## src/rtl/arioc_consts.svh

```systemverilog
// Register map, field positions, reset values and timing counts of the recloser I/O block
`ifndef ARIOC_CONSTS_SVH
`define ARIOC_CONSTS_SVH
`define ARIOC_ADR_CTRL 8'h00
`define ARIOC_ADR_DEAD 8'h04
`define ARIOC_ADR_RECLAIM 8'h08
`define ARIOC_ADR_EVT_EN 8'h0c
`define ARIOC_ADR_STATUS 8'h10
`define ARIOC_ADR_IRQ_STAT 8'h14
`define ARIOC_ADR_IRQ_MASK 8'h18
`define ARIOC_ADR_CNT_CLR 8'h1c
`define ARIOC_ADR_CNT_BASE 8'h20
`define ARIOC_CTRL_SW_EN 0
`define ARIOC_CTRL_USE_EN 1
`define ARIOC_CTRL_RST 2'h1
`define ARIOC_DEAD_RST 16'h00c8
`define ARIOC_RECLAIM_RST 16'h2710
`define ARIOC_EVT_W 13
`define ARIOC_EVT_EN_RST 13'h1fff
`define ARIOC_IRQ_W 4
`define ARIOC_IRQ_SHOT 0
`define ARIOC_IRQ_LOCK 1
`define ARIOC_IRQ_FAIL 2
`define ARIOC_IRQ_EVT 3
`define ARIOC_IRQ_MASK_RST 4'h0
`define ARIOC_TICK_NS 1000000
`define ARIOC_CLK_NS 25
`define ARIOC_MS_CYCLES (`ARIOC_TICK_NS / `ARIOC_CLK_NS)
`endif

```

## src/rtl/arioc_pkg.sv

```systemverilog
// Types shared by the recloser I/O block
package arioc_pkg;
   typedef enum logic [6:0] {
      ST_OFF = 7'h01,
      ST_READY = 7'h02,
      ST_OPENING = 7'h04,
      ST_DEAD = 7'h08,
      ST_CLOSING = 7'h10,
      ST_RECLAIM = 7'h20,
      ST_LOCKED = 7'h40
   } arioc_state_type;
endpackage

```

## src/rtl/arioc_top.sv

```systemverilog
// Recloser I/O control: requests, lock inputs, breaker commands, events, counters
// Functional notes
// - Drive separate open and close commands toward the breaker object.
// - Emit ON/OFF events with millisecond timestamp for commands and operational signals.
// - Keep cumulative counters for applied shots and each request source, clearable.
// - Manual open or close during a sequence resets the recloser; the code ignores manual open while opening and manual close while closing.
// - Manual close in dead time enters reclaim, then locks out.
// - Opening or closing supervision failure reported by object control locks out.
// - Recloser stays off unless the breaker object is configured.
// - Enable input switches recloser only when configured as used.
// - Manual unlock input releases the locked state.
// - Lock input forces locked state; only manual unlock returns to ready.
// - Critical request moves straight to locked without any shot.
// - Five requests ranked by strict priority, first highest.
// - A shot starts when a request becomes active and conditions hold.
// - Changes of the requests and of the enable, unlock, lock and critical inputs produce a recorded event.
// - Each event source individually enabled or suppressed by configuration.
// - Settings changed mid-sequence take effect for the running sequence.
// - Ready indication high whenever a sequence could start.
`include "arioc_consts.svh"
`timescale 1ns/1ps
`default_nettype none
module arioc_top import arioc_pkg::*; #(
   parameter int MS_CYCLES = `ARIOC_MS_CYCLES,
   parameter int CNT_W = 16,
   parameter int STAMP_W = 32
) (
   input wire logic clk_i,
   input wire logic rst_i,
   input wire logic wb_cyc_i,
   input wire logic wb_stb_i,
   input wire logic wb_we_i,
   input wire logic [7:0] wb_adr_i,
   input wire logic [3:0] wb_sel_i,
   input wire logic [31:0] wb_dat_i,
   output logic [31:0] wb_dat_o,
   output logic wb_ack_o,
   input wire logic [4:0] request_prio_i,
   input wire logic recloser_enable_in_i,
   input wire logic recloser_unlock_in_i,
   input wire logic recloser_lock_in_i,
   input wire logic critical_lockout_in_i,
   input wire logic object_configured_i,
   input wire logic breaker_closed_i,
   input wire logic manual_open_i,
   input wire logic manual_close_i,
   input wire logic open_fail_i,
   input wire logic close_fail_i,
   output logic object_open_o,
   output logic object_close_o,
   output logic recloser_ready_ind_o,
   output logic event_valid_o,
   output logic [`ARIOC_EVT_W-1:0] event_change_o,
   output logic [`ARIOC_EVT_W-1:0] event_level_o,
   output logic [STAMP_W-1:0] event_stamp_o,
   output logic irq_o
);
   localparam int DIV_W = $clog2(MS_CYCLES + 1);
   localparam logic [DIV_W-1:0] DIV_LAST = DIV_W'(MS_CYCLES - 1);
   localparam logic [CNT_W-1:0] CNT_MAX = '1;

   arioc_state_type state, next_state;
   logic [1:0] ctrl;
   logic [15:0] dead_ms, reclaim_ms, timer_ms, limit_ms;
   logic [`ARIOC_EVT_W-1:0] evt_en, watch, watch_q, evt_hit;
   logic [`ARIOC_IRQ_W-1:0] irq_stat, irq_mask, irq_set;
   logic [4:0] req_q, req_rise;
   logic [2:0] src, pick;
   logic [DIV_W-1:0] div_cnt;
   logic [STAMP_W-1:0] stamp;
   logic [CNT_W-1:0] cnt [6];
   logic [5:0] cnt_inc;
   logic [31:0] rd_data, wmask;
   logic ms_tick, enabled, shot_ok, shot_start, sup_fail, lock_pending;
   logic wb_req, wr_req, cnt_clr, time_up;

   // Bus handshake: one request per ack, answered one cycle later
   assign wb_req = wb_cyc_i & wb_stb_i & ~wb_ack_o;
   assign wr_req = wb_req & wb_we_i;
   assign wmask = {{8{wb_sel_i[3]}}, {8{wb_sel_i[2]}}, {8{wb_sel_i[1]}}, {8{wb_sel_i[0]}}};
   assign cnt_clr = wr_req & (wb_adr_i == `ARIOC_ADR_CNT_CLR) & wb_sel_i[0] & wb_dat_i[0];

   assign enabled = ctrl[`ARIOC_CTRL_SW_EN] &
                    (~ctrl[`ARIOC_CTRL_USE_EN] | recloser_enable_in_i);
   assign shot_ok = object_configured_i & enabled;
   assign req_rise = request_prio_i & ~req_q;
   assign limit_ms = (state == ST_DEAD) ? dead_ms : reclaim_ms;
   assign time_up = (timer_ms >= limit_ms);
   assign shot_start = (state == ST_READY) & (next_state == ST_OPENING);
   assign sup_fail = ((state == ST_OPENING) & open_fail_i) |
                     ((state == ST_CLOSING) & close_fail_i);

   // Lowest index wins, so the first request outranks the rest
   always_comb begin
      pick = 3'h0;
      for (int i = 4; i >= 0; i--) begin
         if (req_rise[i]) begin
            pick = 3'(i + 1);
         end
      end
   end

   always_comb begin
      next_state = state;
      if (critical_lockout_in_i) begin
         next_state = ST_LOCKED;
      end else if (recloser_lock_in_i) begin
         next_state = ST_LOCKED;
      end else if (!shot_ok && state != ST_LOCKED) begin
         next_state = ST_OFF;
      end else begin
         case (state)
            ST_OFF: begin
               if (shot_ok) begin
                  next_state = ST_READY;
               end
            end
            ST_READY: begin
               if (pick != 3'h0) begin
                  next_state = ST_OPENING;
               end
            end
            ST_OPENING: begin
               if (open_fail_i) begin
                  next_state = ST_LOCKED;
               end else if (manual_close_i) begin
                  next_state = ST_READY;
               end else if (!breaker_closed_i) begin
                  next_state = ST_DEAD;
               end
            end
            ST_DEAD: begin
               if (manual_close_i) begin
                  next_state = ST_RECLAIM;
               end else if (manual_open_i) begin
                  next_state = ST_READY;
               end else if (time_up) begin
                  next_state = ST_CLOSING;
               end
            end
            ST_CLOSING: begin
               if (close_fail_i) begin
                  next_state = ST_LOCKED;
               end else if (manual_open_i) begin
                  next_state = ST_READY;
               end else if (breaker_closed_i) begin
                  next_state = ST_RECLAIM;
               end
            end
            ST_RECLAIM: begin
               // A returning fault here is treated as a final trip
               if (lock_pending || pick != 3'h0) begin
                  if (time_up || pick != 3'h0) begin
                     next_state = ST_LOCKED;
                  end
               end else if (manual_open_i || manual_close_i) begin
                  next_state = ST_READY;
               end else if (time_up) begin
                  next_state = ST_READY;
               end
            end
            ST_LOCKED: begin
               // Unlocking while unable to run goes to off, so ready never shows falsely
               if (recloser_unlock_in_i) begin
                  next_state = shot_ok ? ST_READY : ST_OFF;
               end
            end
            default: begin
               next_state = ST_OFF;
            end
         endcase
      end
   end

   always_ff @(posedge clk_i) begin
      if (rst_i) begin
         state <= ST_OFF;
         object_open_o <= 1'b0;
         object_close_o <= 1'b0;
         recloser_ready_ind_o <= 1'b0;
      end else begin
         state <= next_state;
         object_open_o <= (next_state == ST_OPENING);
         object_close_o <= (next_state == ST_CLOSING);
         recloser_ready_ind_o <= (next_state == ST_READY);
      end
   end

   always_ff @(posedge clk_i) begin
      if (rst_i) begin
         src <= 3'h0;
         lock_pending <= 1'b0;
         req_q <= 5'h00;
      end else begin
         req_q <= request_prio_i;
         if (shot_start) begin
            src <= pick;
         end else if (next_state == ST_READY || next_state == ST_LOCKED) begin
            src <= 3'h0;
         end
         if (state == ST_DEAD && next_state == ST_RECLAIM) begin
            lock_pending <= 1'b1;
         end else if (next_state != ST_RECLAIM) begin
            lock_pending <= 1'b0;
         end
      end
   end

   // Millisecond tick and free-running stamp
   always_ff @(posedge clk_i) begin
      if (rst_i) begin
         div_cnt <= '0;
         ms_tick <= 1'b0;
         stamp <= '0;
      end else begin
         ms_tick <= (div_cnt == DIV_LAST);
         div_cnt <= (div_cnt == DIV_LAST) ? '0 : div_cnt + 1'b1;
         if (ms_tick) begin
            stamp <= stamp + 1'b1;
         end
      end
   end

   // Timer restarts on every state change; the live setting is compared each cycle
   always_ff @(posedge clk_i) begin
      if (rst_i || next_state != state) begin
         timer_ms <= 16'h0000;
      end else if (ms_tick && timer_ms != 16'hffff) begin
         timer_ms <= timer_ms + 16'h0001;
      end
   end

   assign watch = {critical_lockout_in_i, recloser_lock_in_i, recloser_unlock_in_i,
                   recloser_enable_in_i, request_prio_i, (state == ST_LOCKED),
                   recloser_ready_ind_o, object_close_o, object_open_o};
   assign evt_hit = (watch ^ watch_q) & evt_en;

   // All simultaneous changes leave in one record, so none is dropped
   always_ff @(posedge clk_i) begin
      if (rst_i) begin
         watch_q <= '0;
         event_valid_o <= 1'b0;
         event_change_o <= '0;
         event_level_o <= '0;
         event_stamp_o <= '0;
      end else begin
         watch_q <= watch;
         event_valid_o <= |evt_hit;
         event_change_o <= evt_hit;
         event_level_o <= watch;
         event_stamp_o <= stamp;
      end
   end

   assign cnt_inc[0] = shot_start;
   genvar g;
   generate
      for (g = 0; g < 6; g++) begin : g_cnt
         if (g > 0) begin : g_src
            assign cnt_inc[g] = shot_start & (pick == 3'(g));
         end
         always_ff @(posedge clk_i) begin
            if (rst_i || cnt_clr) begin
               cnt[g] <= '0;
            end else if (cnt_inc[g] && cnt[g] != CNT_MAX) begin
               cnt[g] <= cnt[g] + 1'b1;
            end
         end
      end
   endgenerate

   always_comb begin
      rd_data = 32'h0000_0000;
      case (wb_adr_i)
         `ARIOC_ADR_CTRL: rd_data[1:0] = ctrl;
         `ARIOC_ADR_DEAD: rd_data[15:0] = dead_ms;
         `ARIOC_ADR_RECLAIM: rd_data[15:0] = reclaim_ms;
         `ARIOC_ADR_EVT_EN: rd_data[`ARIOC_EVT_W-1:0] = evt_en;
         `ARIOC_ADR_STATUS: rd_data[11:0] = {lock_pending, src, 1'b0, state};
         `ARIOC_ADR_IRQ_STAT: rd_data[`ARIOC_IRQ_W-1:0] = irq_stat;
         `ARIOC_ADR_IRQ_MASK: rd_data[`ARIOC_IRQ_W-1:0] = irq_mask;
         default: begin
            for (int k = 0; k < 6; k++) begin
               if (wb_adr_i == 8'(`ARIOC_ADR_CNT_BASE + 4 * k)) begin
                  rd_data[CNT_W-1:0] = cnt[k];
               end
            end
         end
      endcase
   end

   always_ff @(posedge clk_i) begin
      if (rst_i) begin
         wb_ack_o <= 1'b0;
         wb_dat_o <= 32'h0000_0000;
      end else begin
         wb_ack_o <= wb_req;
         if (wb_req && !wb_we_i) begin
            wb_dat_o <= rd_data;
         end
      end
   end

   always_ff @(posedge clk_i) begin
      if (rst_i) begin
         ctrl <= `ARIOC_CTRL_RST;
         dead_ms <= `ARIOC_DEAD_RST;
         reclaim_ms <= `ARIOC_RECLAIM_RST;
         evt_en <= `ARIOC_EVT_EN_RST;
         irq_mask <= `ARIOC_IRQ_MASK_RST;
      end else if (wr_req) begin
         case (wb_adr_i)
            `ARIOC_ADR_CTRL: ctrl <= (ctrl & ~wmask[1:0]) | (wb_dat_i[1:0] & wmask[1:0]);
            `ARIOC_ADR_DEAD: dead_ms <= (dead_ms & ~wmask[15:0]) | (wb_dat_i[15:0] & wmask[15:0]);
            `ARIOC_ADR_RECLAIM: begin
               reclaim_ms <= (reclaim_ms & ~wmask[15:0]) | (wb_dat_i[15:0] & wmask[15:0]);
            end
            `ARIOC_ADR_EVT_EN: begin
               evt_en <= (evt_en & ~wmask[`ARIOC_EVT_W-1:0]) |
                         (wb_dat_i[`ARIOC_EVT_W-1:0] & wmask[`ARIOC_EVT_W-1:0]);
            end
            `ARIOC_ADR_IRQ_MASK: begin
               irq_mask <= (irq_mask & ~wmask[`ARIOC_IRQ_W-1:0]) |
                           (wb_dat_i[`ARIOC_IRQ_W-1:0] & wmask[`ARIOC_IRQ_W-1:0]);
            end
            default: begin
            end
         endcase
      end
   end

   assign irq_set[`ARIOC_IRQ_SHOT] = shot_start;
   assign irq_set[`ARIOC_IRQ_LOCK] = (next_state == ST_LOCKED) & (state != ST_LOCKED);
   assign irq_set[`ARIOC_IRQ_FAIL] = sup_fail;
   assign irq_set[`ARIOC_IRQ_EVT] = |evt_hit;

   // A new event in the clearing read's cycle survives the clear
   always_ff @(posedge clk_i) begin
      if (rst_i) begin
         irq_stat <= '0;
         irq_o <= 1'b0;
      end else begin
         if (wb_req && !wb_we_i && wb_adr_i == `ARIOC_ADR_IRQ_STAT) begin
            irq_stat <= irq_set;
         end else begin
            irq_stat <= irq_stat | irq_set;
         end
         irq_o <= |(irq_stat & irq_mask);
      end
   end
endmodule // arioc_top
`default_nettype wire

```

## config.mk

```make
export PLATFORM = sky130hd
export DESIGN_NAME = arioc_top
export DESIGN_NICKNAME = d
export VERILOG_FILES = /design/src/rtl/arioc_pkg.sv /design/src/rtl/arioc_top.sv
export VERILOG_INCLUDE_DIRS = /design/src /design/src/rtl
export SDC_FILE = /design/constraint.sdc
export NUM_CORES = 1
export LEC_CHECK = 0
export ABC_AREA = 1
export BUFFER_PORTS_ARGS = -buffer_cell sky130_fd_sc_hd__buf_4
export CORE_UTILIZATION = 54
export CTS_CLUSTER_DIAMETER = 200
export DETAILED_ROUTE_END_ITERATION = 6
export PLACE_DENSITY_LB_ADDON = 0.15
export SYNTH_ARGS = -nofsm -noshare
export SYNTH_HDL_FRONTEND = slang
export SYNTH_SLANG_ARGS = --single-unit
```

## constraint.sdc

```tcl
create_clock -name clk_i -period 4.3 [get_ports clk_i]
set_input_delay 0.43 -clock clk_i [delete_from_list [all_inputs] [get_ports clk_i]]
set_output_delay 0.43 -clock clk_i [all_outputs]
set_load 0.01 [all_outputs]
```

[After elaboration in Yosys (flattened, before gate mapping)]
Memories as Yosys holds them, arrays and structs flattened.
Index checks and enable logic that the tools add are counted.
Word-level totals
  register bits: 216
  memory bits (writable): 96
  input port bits: 64
  output and inout port bits: 96
  logic and storage cells: 230
  memories kept: 1
Memory list
  cnt: words 6, bits a word 16, read ports 6, clocked after Yosys merged registers in 0, wr ports 6, RTL line arioc_top.sv:71  | logic [CNT_W-1:0] cnt [6];
Cells by class
  add/sub/neg operators: 9
  order comparisons: 1
  eq/ne operators: 41
  muxes and demuxes: 69
  bitwise gates (word level): 51
  reductions and logical operators: 34
Operators by type and width (count)
  2-to-1 mux 16 bit: 13
  2-to-1 mux 7 bit: 19
  adder 16 x 1 -> 16 bit, second input constant: 8
  != test 16 bit, second input constant: 7
  one-hot mux 7 bit (7 select lines): 1
  AND 16 bit: 3
  == test 8 x 6 -> 1 bit, second input constant: 6
  one-hot mux 8 bit (5 select lines): 1
  AND 13 bit: 3
  adder 32 x 1 -> 32 bit, second input constant: 1
  == test 8 x 5 -> 1 bit, second input constant: 4
  bitwise OR 16 bit: 2
  one-hot mux 2 bit (7 select lines): 2
  2-to-1 mux 1 bit: 22
  2-to-1 mux 3 bit: 7
  AND 1 bit: 17
  == test 16 bit, second input constant: 1
  == test 8 x 4 -> 1 bit, second input constant: 2
  greater-or-equal comparator 16 bit: 1
  inverter 16 bit: 1
  == test 7 x 2 -> 1 bit, second input constant: 2
  == test 7 x 3 -> 1 bit, second input constant: 2
  == test 7 x 5 -> 1 bit, second input constant: 2
  == test 7 x 6 -> 1 bit, second input constant: 2
  39 further kinds: 76

[Longest topological paths before layout]
Gate-level depths: netlist of the first run.
  word-level depth: 23
  mapped depth: 28
  depth with buffers taken out: 25

[Worst setup path after synthesis of the first run]
No wires, ideal clock.
  path type: register to register
  from: register state[5]
  to: memory cnt[0][0], enable pin
  library setup time: 0.411 ns
  arrival: 3.984 ns
  data required time: 3.889 ns
  slack: -0.095 ns
  cell stages (with the launch flop): 17
  buffers on the path: 2
  clock period less this slack: 4.395 ns
  path through: dfxtp_1 -> nor2_2 -> nand2_2 -> inv_2 -> nand3_2 -> clkbuf_1 -> clkbuf_1 -> o21ai_0 -> ha_1 -> a21oi_1 -> o21ai_0 -> nor2_1 -> nand4_1 -> o21ai_2 -> and2_4 -> nand4_4 -> o21ai_0
RTL lines
  start: declaration: RTL line arioc_top.sv:62  | arioc_state_type state, next_state;
  start signal: assignment: RTL line arioc_top.sv:182  | state <= next_state;
  end: declaration: RTL line arioc_top.sv:71

==> run_results.csv, run 1 <==
group,metric,value,unit
finish,nets,2228,
global_route,grt-ovfl-total,0,
synthesis,avgSynthCellArea,7.77,µm²
routing,num_vias,13818,
place,pre_cts_ws,0.506,ns
place,post-dp-hpwl,30400,µm
worst_setup_path,crit_fanout,28,
worst_setup_path,cp-end-kind,"flop",
clocking,cts_tree,"built",
worst_setup_path,worstSetupStartpointType,"flop",
power,leakagePower,7.54,nW
sta,finalHoldViolations,0,
global_route,grtUsageMet2,46.3,%
sta,period_share,90.5,%
sta,max_clock_freq,0.257,GHz
power,powerDensity,356,nW/µm²
global_route,busiest_layer,"met2",
sta,setup_viol,0,
finish,num-fill-cells,2483,
die,die_area,29400,µm²
global_route,grt_util_met1,36.9,%
die,rows,61,
power,irDropWorstVdd,0.239,mV
synthesis,ys.flop_type,"dfxtp_1",
worst_setup_path,path_cells,"inv_1 > nand2_2 > inv_2 > nand3_2 > buf_4 > o21ai_0 > ha_1 > nand2_1 > inv_1 > nand2_1 > a21oi_1 > nor2_1 > buf_4 > nand4_1 > o21ai_2 > and2_4 > nand4_4 > nor2_4 > nand2_1 > nand2_1 > buf_12",
sta,fin_ws,0.410,ns
global_route,grt_usage,28.2,%
sta,relSlewSlack,30.9,%
synthesis,synth.distinct_cells,51,
flow_run,maxCapViolCount,0,
global_route,grt_pass1_wl,65000,µm
synthesis,async_flop_share,0,%
global_route,grtUsageMet3,4.10,%
synthesis,synth-edff-count,96,
die,core_area,28000,µm²
global_route,grt_max_degree,95,
clocking,holdBufCountCts,0,
die,start_util,55.4,%
finish,drive_gt1_share,12.1,%
clocking,cts_buffer_depth,3,
finish,final_cell_mix,"inv_1, nor2_1, nand2_1",
worst_setup_path,cpMaxStageDelayCell,"o21ai_0",
routing,via_per_inst,5.44,
hold_path,hp-class,"primary input to flop",
clocking,clk_latency,0.53,ns
clocking,cts_root_buf,"clkbuf_16",
synthesis,syn-cell-area,15500,µm²
synthesis,yosysSeqAreaShare,45.8,%
routing,drc,0,
die,pin_count,160,
synthesis,ys_ff_latch,307,
clocking,cts_setup_buffers,0,
clocking,path_clk_slew,0.06,ns
sta,drv_slew,0,
global_route,grt_pass1_vias,12777,
finish,finalInstanceArea,18100,µm²
worst_setup_path,slowest_delay,0.32,ns
die,die_y,172,µm
routing,drt_iter0_drc,1167,
sta,layout_min_cycle_time,3.89,ns
run_status,status,"complete, no violations",
place,port_buffers,125,
clocking,htree_levels,2,
sta,tightest_slew,1.01,ns
worst_setup_path,worst_path_most_repeated_cell,"nand2_1",
finish,regArea,7110,µm²
clocking,cts_made_buffers,35,
die,die_w,172,µm
synthesis,synthCells,1997,
finish,multi_input_area,6930,µm²
global_route,grt_antenna_before_repair,1,
finish,syn2layout_area_growth,16.5,%
synthesis,ys.warnings.count,0,
clocking,cts.sinks,307,
worst_setup_path,path_class,"flop to flop",
worst_setup_path,crit_arrival,4.12,ns
worst_setup_path,crit_required,4.53,ns
power,finalPower,0.00644,W
finish,final_common_cell,"inv_1",
routing,drt-total-wl,41100,µm
routing,drt_first_pass_iters,6,
place,dpl_cell_area,16900,µm²
routing,routedWlPerCell,16.2,µm
sta,worst_clock_skew,0.0137,ns
place,gp_congestion,0.952,
sta,rsz0062_at_grt,"no",
routing,drtAntennaViolNets,0,
==> repair_timing <==
action,4_1_cts,5_1_grt
gates resized for setup,0,1
hold endpoints to repair,0,0
endpoints found under the setup margin,0,1
==> stage by stage <==
step                utilization (%)  cells  hold slack (ns)  TNS (ns)
floorplan                         -   2012            0.415     -3.04
global placement               60.4   2475            0.427         0
detailed placement             60.4   2475            0.425         0
CTS                            64.5   2538            0.129         0
global route                   64.6   2538            0.137         0
finish                         64.6   2539            0.138         0
==> synth_stat cells, types with 7 or more instances <==
| master | n | area (µm²) |
|---|---|---|
| a21oi_1 | 109 | 546 |
| nor4_1 | 24 | 150 |
| nor3_1 | 78 | 390 |
| nand3_2 | 7 | 70.1 |
| ha_1 | 30 | 375 |
| a221oi_1 | 8 | 70.1 |
| nand4_1 | 32 | 200 |
| o211ai_1 | 32 | 240 |
| nor2_2 | 20 | 125 |
| xnor2_1 | 15 | 131 |
| o22ai_1 | 27 | 169 |
| inv_1 | 316 | 1190 |
| nand3_1 | 82 | 410 |
| clkbuf_1 | 35 | 131 |
| dfxtp_1 | 211 | 4220 |
| nor2_1 | 301 | 1130 |
| nand2_2 | 7 | 43.8 |
| nor3_2 | 10 | 100 |
| a31oi_1 | 13 | 81.3 |
| a211oi_1 | 11 | 82.6 |
| xor2_1 | 66 | 578 |
| o21ai_0 | 104 | 521 |
| nand2_1 | 282 | 1060 |
| edfxtp_1 | 96 | 2880 |
| buf_4 | 18 | 135 |
==> kinds of logic after synthesis <==
family / after synthesis / synth area share (%)
simple gates: 863 / 24.9
buf+inv: 387 / 9.98
compound gates: 325 / 12.1
flops: 307 / 45.8
xor+xnor: 81 / 4.57
fa+ha+maj: 30 / 2.42
mux: 3 / 0.193
other cells: 1 / 0.0242
==> worst max-delay path: cells and delay by family, from the launching register on <==
kind,cells,cell delay [ns]
fa+ha+maj,1,0.29
buf+inv,6,0.89
compound gates,3,0.61
simple gates,11,1.46
flops,1,0.31
==> cell type report <==
class | count | share of cell area, %
Tap cell | 378 | 2.62
Timing Repair Buffer | 148 | 6.56
Clock inverter | 6 | 0.367
Antenna cell | 1 | 0.0138
Clock buffer | 57 | 6.10
Sequential cell | 307 | 39.3
Multi-Input combinational cell | 1318 | 38.3
Inverter | 324 | 6.73
==> routing by layer <==
layer	vias to the layer above	part of all wire, %
li1	6855	-
met1	6369	43
met2	499	46
met3	95	6.8
met4	0	4.1
met5	-	0
==> power by group <==
part / internal (W) / total [W] / switching, W
registers: 0.00304 / 0.00309 / 0.0000491
clock network: 0.00177 / 0.00298 / 0.00121
logic: 0.000131 / 0.000371 / 0.000240
total: 0.00494 / 0.00644 / 0.00150
==> final timing paths <==
path          startpoint  cells after the start           endpoint  slack (ns)
max             state[4]                     21          cnt[5][6]        0.41
min          wb_dat_i[3]                      3               flop        0.14
max reg2reg     state[4]                     21          cnt[5][6]        0.41
min reg2reg    stamp[31]                      2  event_stamp_o[31]        0.43
Note: power is estimated with default switching activity, not from simulation.
==> inputs of run 2 (changes only) <==
--- a/config.mk
+++ b/config.mk
@@ -8,7 +8,9 @@
 export LEC_CHECK = 0
 export ABC_AREA = 1
 export BUFFER_PORTS_ARGS = -buffer_cell sky130_fd_sc_hd__buf_4
-export CORE_UTILIZATION = 54
+export CELL_PAD_IN_SITES_DETAIL_PLACEMENT = 1
+export CELL_PAD_IN_SITES_GLOBAL_PLACEMENT = 1
+export CORE_UTILIZATION = 47
 export CTS_CLUSTER_DIAMETER = 200
 export DETAILED_ROUTE_END_ITERATION = 6
 export PLACE_DENSITY_LB_ADDON = 0.15
==> constraint.sdc (replaced) <==
create_clock -name clk_i -period 5 [get_ports clk_i]
set_input_delay 0.5 -clock clk_i [delete_from_list [all_inputs] [get_ports clk_i]]
set_output_delay 0.5 -clock clk_i [all_outputs]
set_load 0.01 [all_outputs]
==> run_results.csv, run 2 (synthesis results as in run 1) <==
group,metric,value,unit
clocking,cts_root_buf,"clkbuf_16",
run_status,status,"complete, no violations",
worst_setup_path,slowest_delay,0.39,ns
worst_setup_path,path_class,"flop to flop",
sta,layout_min_cycle_time,4.47,ns
power,irDropWorstVdd,0.257,mV
finish,nets,2223,
worst_setup_path,crit_fanout,25,
die,die_y,184,µm
clocking,cts_buffer_depth,3,
sta,fin_ws,0.531,ns
routing,drt-total-wl,48300,µm
sta,worst_clock_skew,0.0217,ns
clocking,cts.sinks,307,
power,p_seq_share,45.8,%
sta,tightest_slew,1.36,ns
global_route,grt_usage,28.8,%
place,port_buffers,125,
clocking,cts_setup_buffers,0,
sta,relSlewSlack,7.22,%
die,die_area,33800,µm²
finish,final_cell_mix,"inv_1, nor2_1, nand2_1",
place,dpl_cell_area,16900,µm²
power,powerDensity,320,nW/µm²
routing,drc,0,
finish,syn2layout_area_growth,16.9,%
clocking,clk_latency,0.52,ns
worst_setup_path,crit_required,5.35,ns
routing,drtAntennaViolNets,0,
routing,drt_first_pass_iters,4,
finish,num-fill-cells,4086,
die,pin_count,160,
clocking,cts_tree,"built",
worst_setup_path,cpMaxStageDelayCell,"nand3_2",
worst_setup_path,cp_num_buf_inv,5,
routing,via_per_inst,5.42,
sta,period_share,89.4,%
power,switching_share,23.0,%
sta,rsz0062_at_grt,"no",
global_route,grt-ovfl-total,0,
sta,finalSetupTns,0,ns
routing,drt_iter0_drc,787,
power,comb_power_share,5.6,%
global_route,grt_pass1_vias,14590,
global_route,grt_max_degree,96,
clocking,cts_made_buffers,37,
power,p_sw,0.00133,W
die,start_util,47.7,%
sta,finalHoldViolations,0,
flow_run,maxCapViolCount,0,
sta,setup_viol,0,
clocking,cts_resized,0,
global_route,grt_antenna_before_repair,3,
finish,regArea,7110,µm²
routing,num_vias,14114,
worst_setup_path,crit_arrival,4.82,ns
finish,finalInstanceArea,18100,µm²
hold_path,hp-class,"primary input to flop",
die,rows,66,
routing,routedWlPerCell,18.5,µm
clocking,htree_levels,2,
sta,max_clock_freq,0.224,GHz
place,gp_congestion,0.908,
finish,final_common_cell,"inv_1",
power,p_clk_share,48.6,%
place,post-dp-hpwl,35600,µm
die,die_w,184,µm
worst_setup_path,cp-end-kind,"flop",
die,core_area,32500,µm²
sta,drv_slew,0,
worst_setup_path,worstSetupStartpointType,"flop",
worst_setup_path,path_delay_family,"simple AND/OR/NAND/NOR gates",
clocking,path_clk_slew,0.06,ns
place,pre_cts_ws,0.603,ns
finish,multi_input_area,6920,µm²
power,leakagePower,7.55,nW
clocking,holdBufCountCts,0,
power,p_int,0.00447,W
finish,drive_gt1_share,12.2,%
worst_setup_path,worst_path_most_repeated_cell,"nand2_1",
global_route,grt_pass1_wl,76200,µm
run 2: changes by cell type in the layout (fill, tap and decap cells not counted), sizes merged:
cell	before	now
clkbuf	57	54
clkinv	8	12
buf	148	141
bufinv	0	4
diode	1	2
run 2: worst paths after layout:
check	from	endpoint	slack, ns	depth (start not counted)
setup / recovery	state[4]	cnt[4][4]	0.53	26
hold / removal	wb_dat_i[3]	flop	0.21	3
setup reg to reg	state[4]	cnt[4][4]	0.53	26
hold reg to reg	stamp[31]	event_stamp_o[31]	0.44	2
run 2: through the flow:
stage | total power, W | hold slack (ns) | utilization [%] | std cells
after global routing | 0.00598 | 0.212 | 55.8 | 2601
after global placement | 0.00302 | 0.429 | 51.8 | 2532
after floorplan | 0.00289 | 0.415 | - | 2012
final | 0.00581 | 0.212 | 55.8 | 2602
after CTS | 0.00585 | 0.204 | 55.8 | 2600
after detailed placement | 0.00303 | 0.431 | 51.8 | 2532
run 2: final cells by class:
class                   count  area share, %
clock buffers              54           6.13
repair buffers            141           5.83
flip-flops and latches    307           39.2
inverters                 324           6.70
diodes                      2         0.0276
multi-input cells        1318           38.1
well taps                 442           3.05
clock inverters            14          0.951
run 2: power by group through the flow:
stage / clock network [W] / logic, W / registers (W)
floorplan: 0 / 0.000185 / 0.00271
global placement: 0 / 0.000309 / 0.00271
detailed placement: 0 / 0.000318 / 0.00271
CTS: 0.00287 / 0.000324 / 0.00266
global route: 0.00296 / 0.000357 / 0.00266
finish: 0.00282 / 0.000325 / 0.00266
run 2: per-layer routing:
layer,vias up,track usage [%],part of all wire [%],wire length [µm]
li1,6830,-,-,-
met1,6855,35.0,42,20500
met2,323,50.7,49,23700
met3,104,4.46,4.6,2200
met4,2,11.9,3.9,1880
met5,-,0,0.027,13
run 2: worst register-to-register path, stage by stage, from the launching register on:
cell and delay (ns):
dfxtp_1 0.31, inv_1 0.19, nand2_2 0.12, inv_2 0.09
nand3_2 0.39, buf_4 0.36, inv_1 0.11, nand2_1 0.06
o21ai_0 0.09, ha_1 0.27, nand2_1 0.07, inv_1 0.05
nand2_1 0.07, nor2_1 0.05, nor2_1 0.08, nand2_1 0.05
nand2_1 0.19, nand3_1 0.10, nand2_1 0.13, nand2_1 0.06
nand2_1 0.06, nand2_1 0.12, nand2_4 0.17, nand4_4 0.26
nor2_4 0.24, nand3_2 0.38, nor2_1 0.22
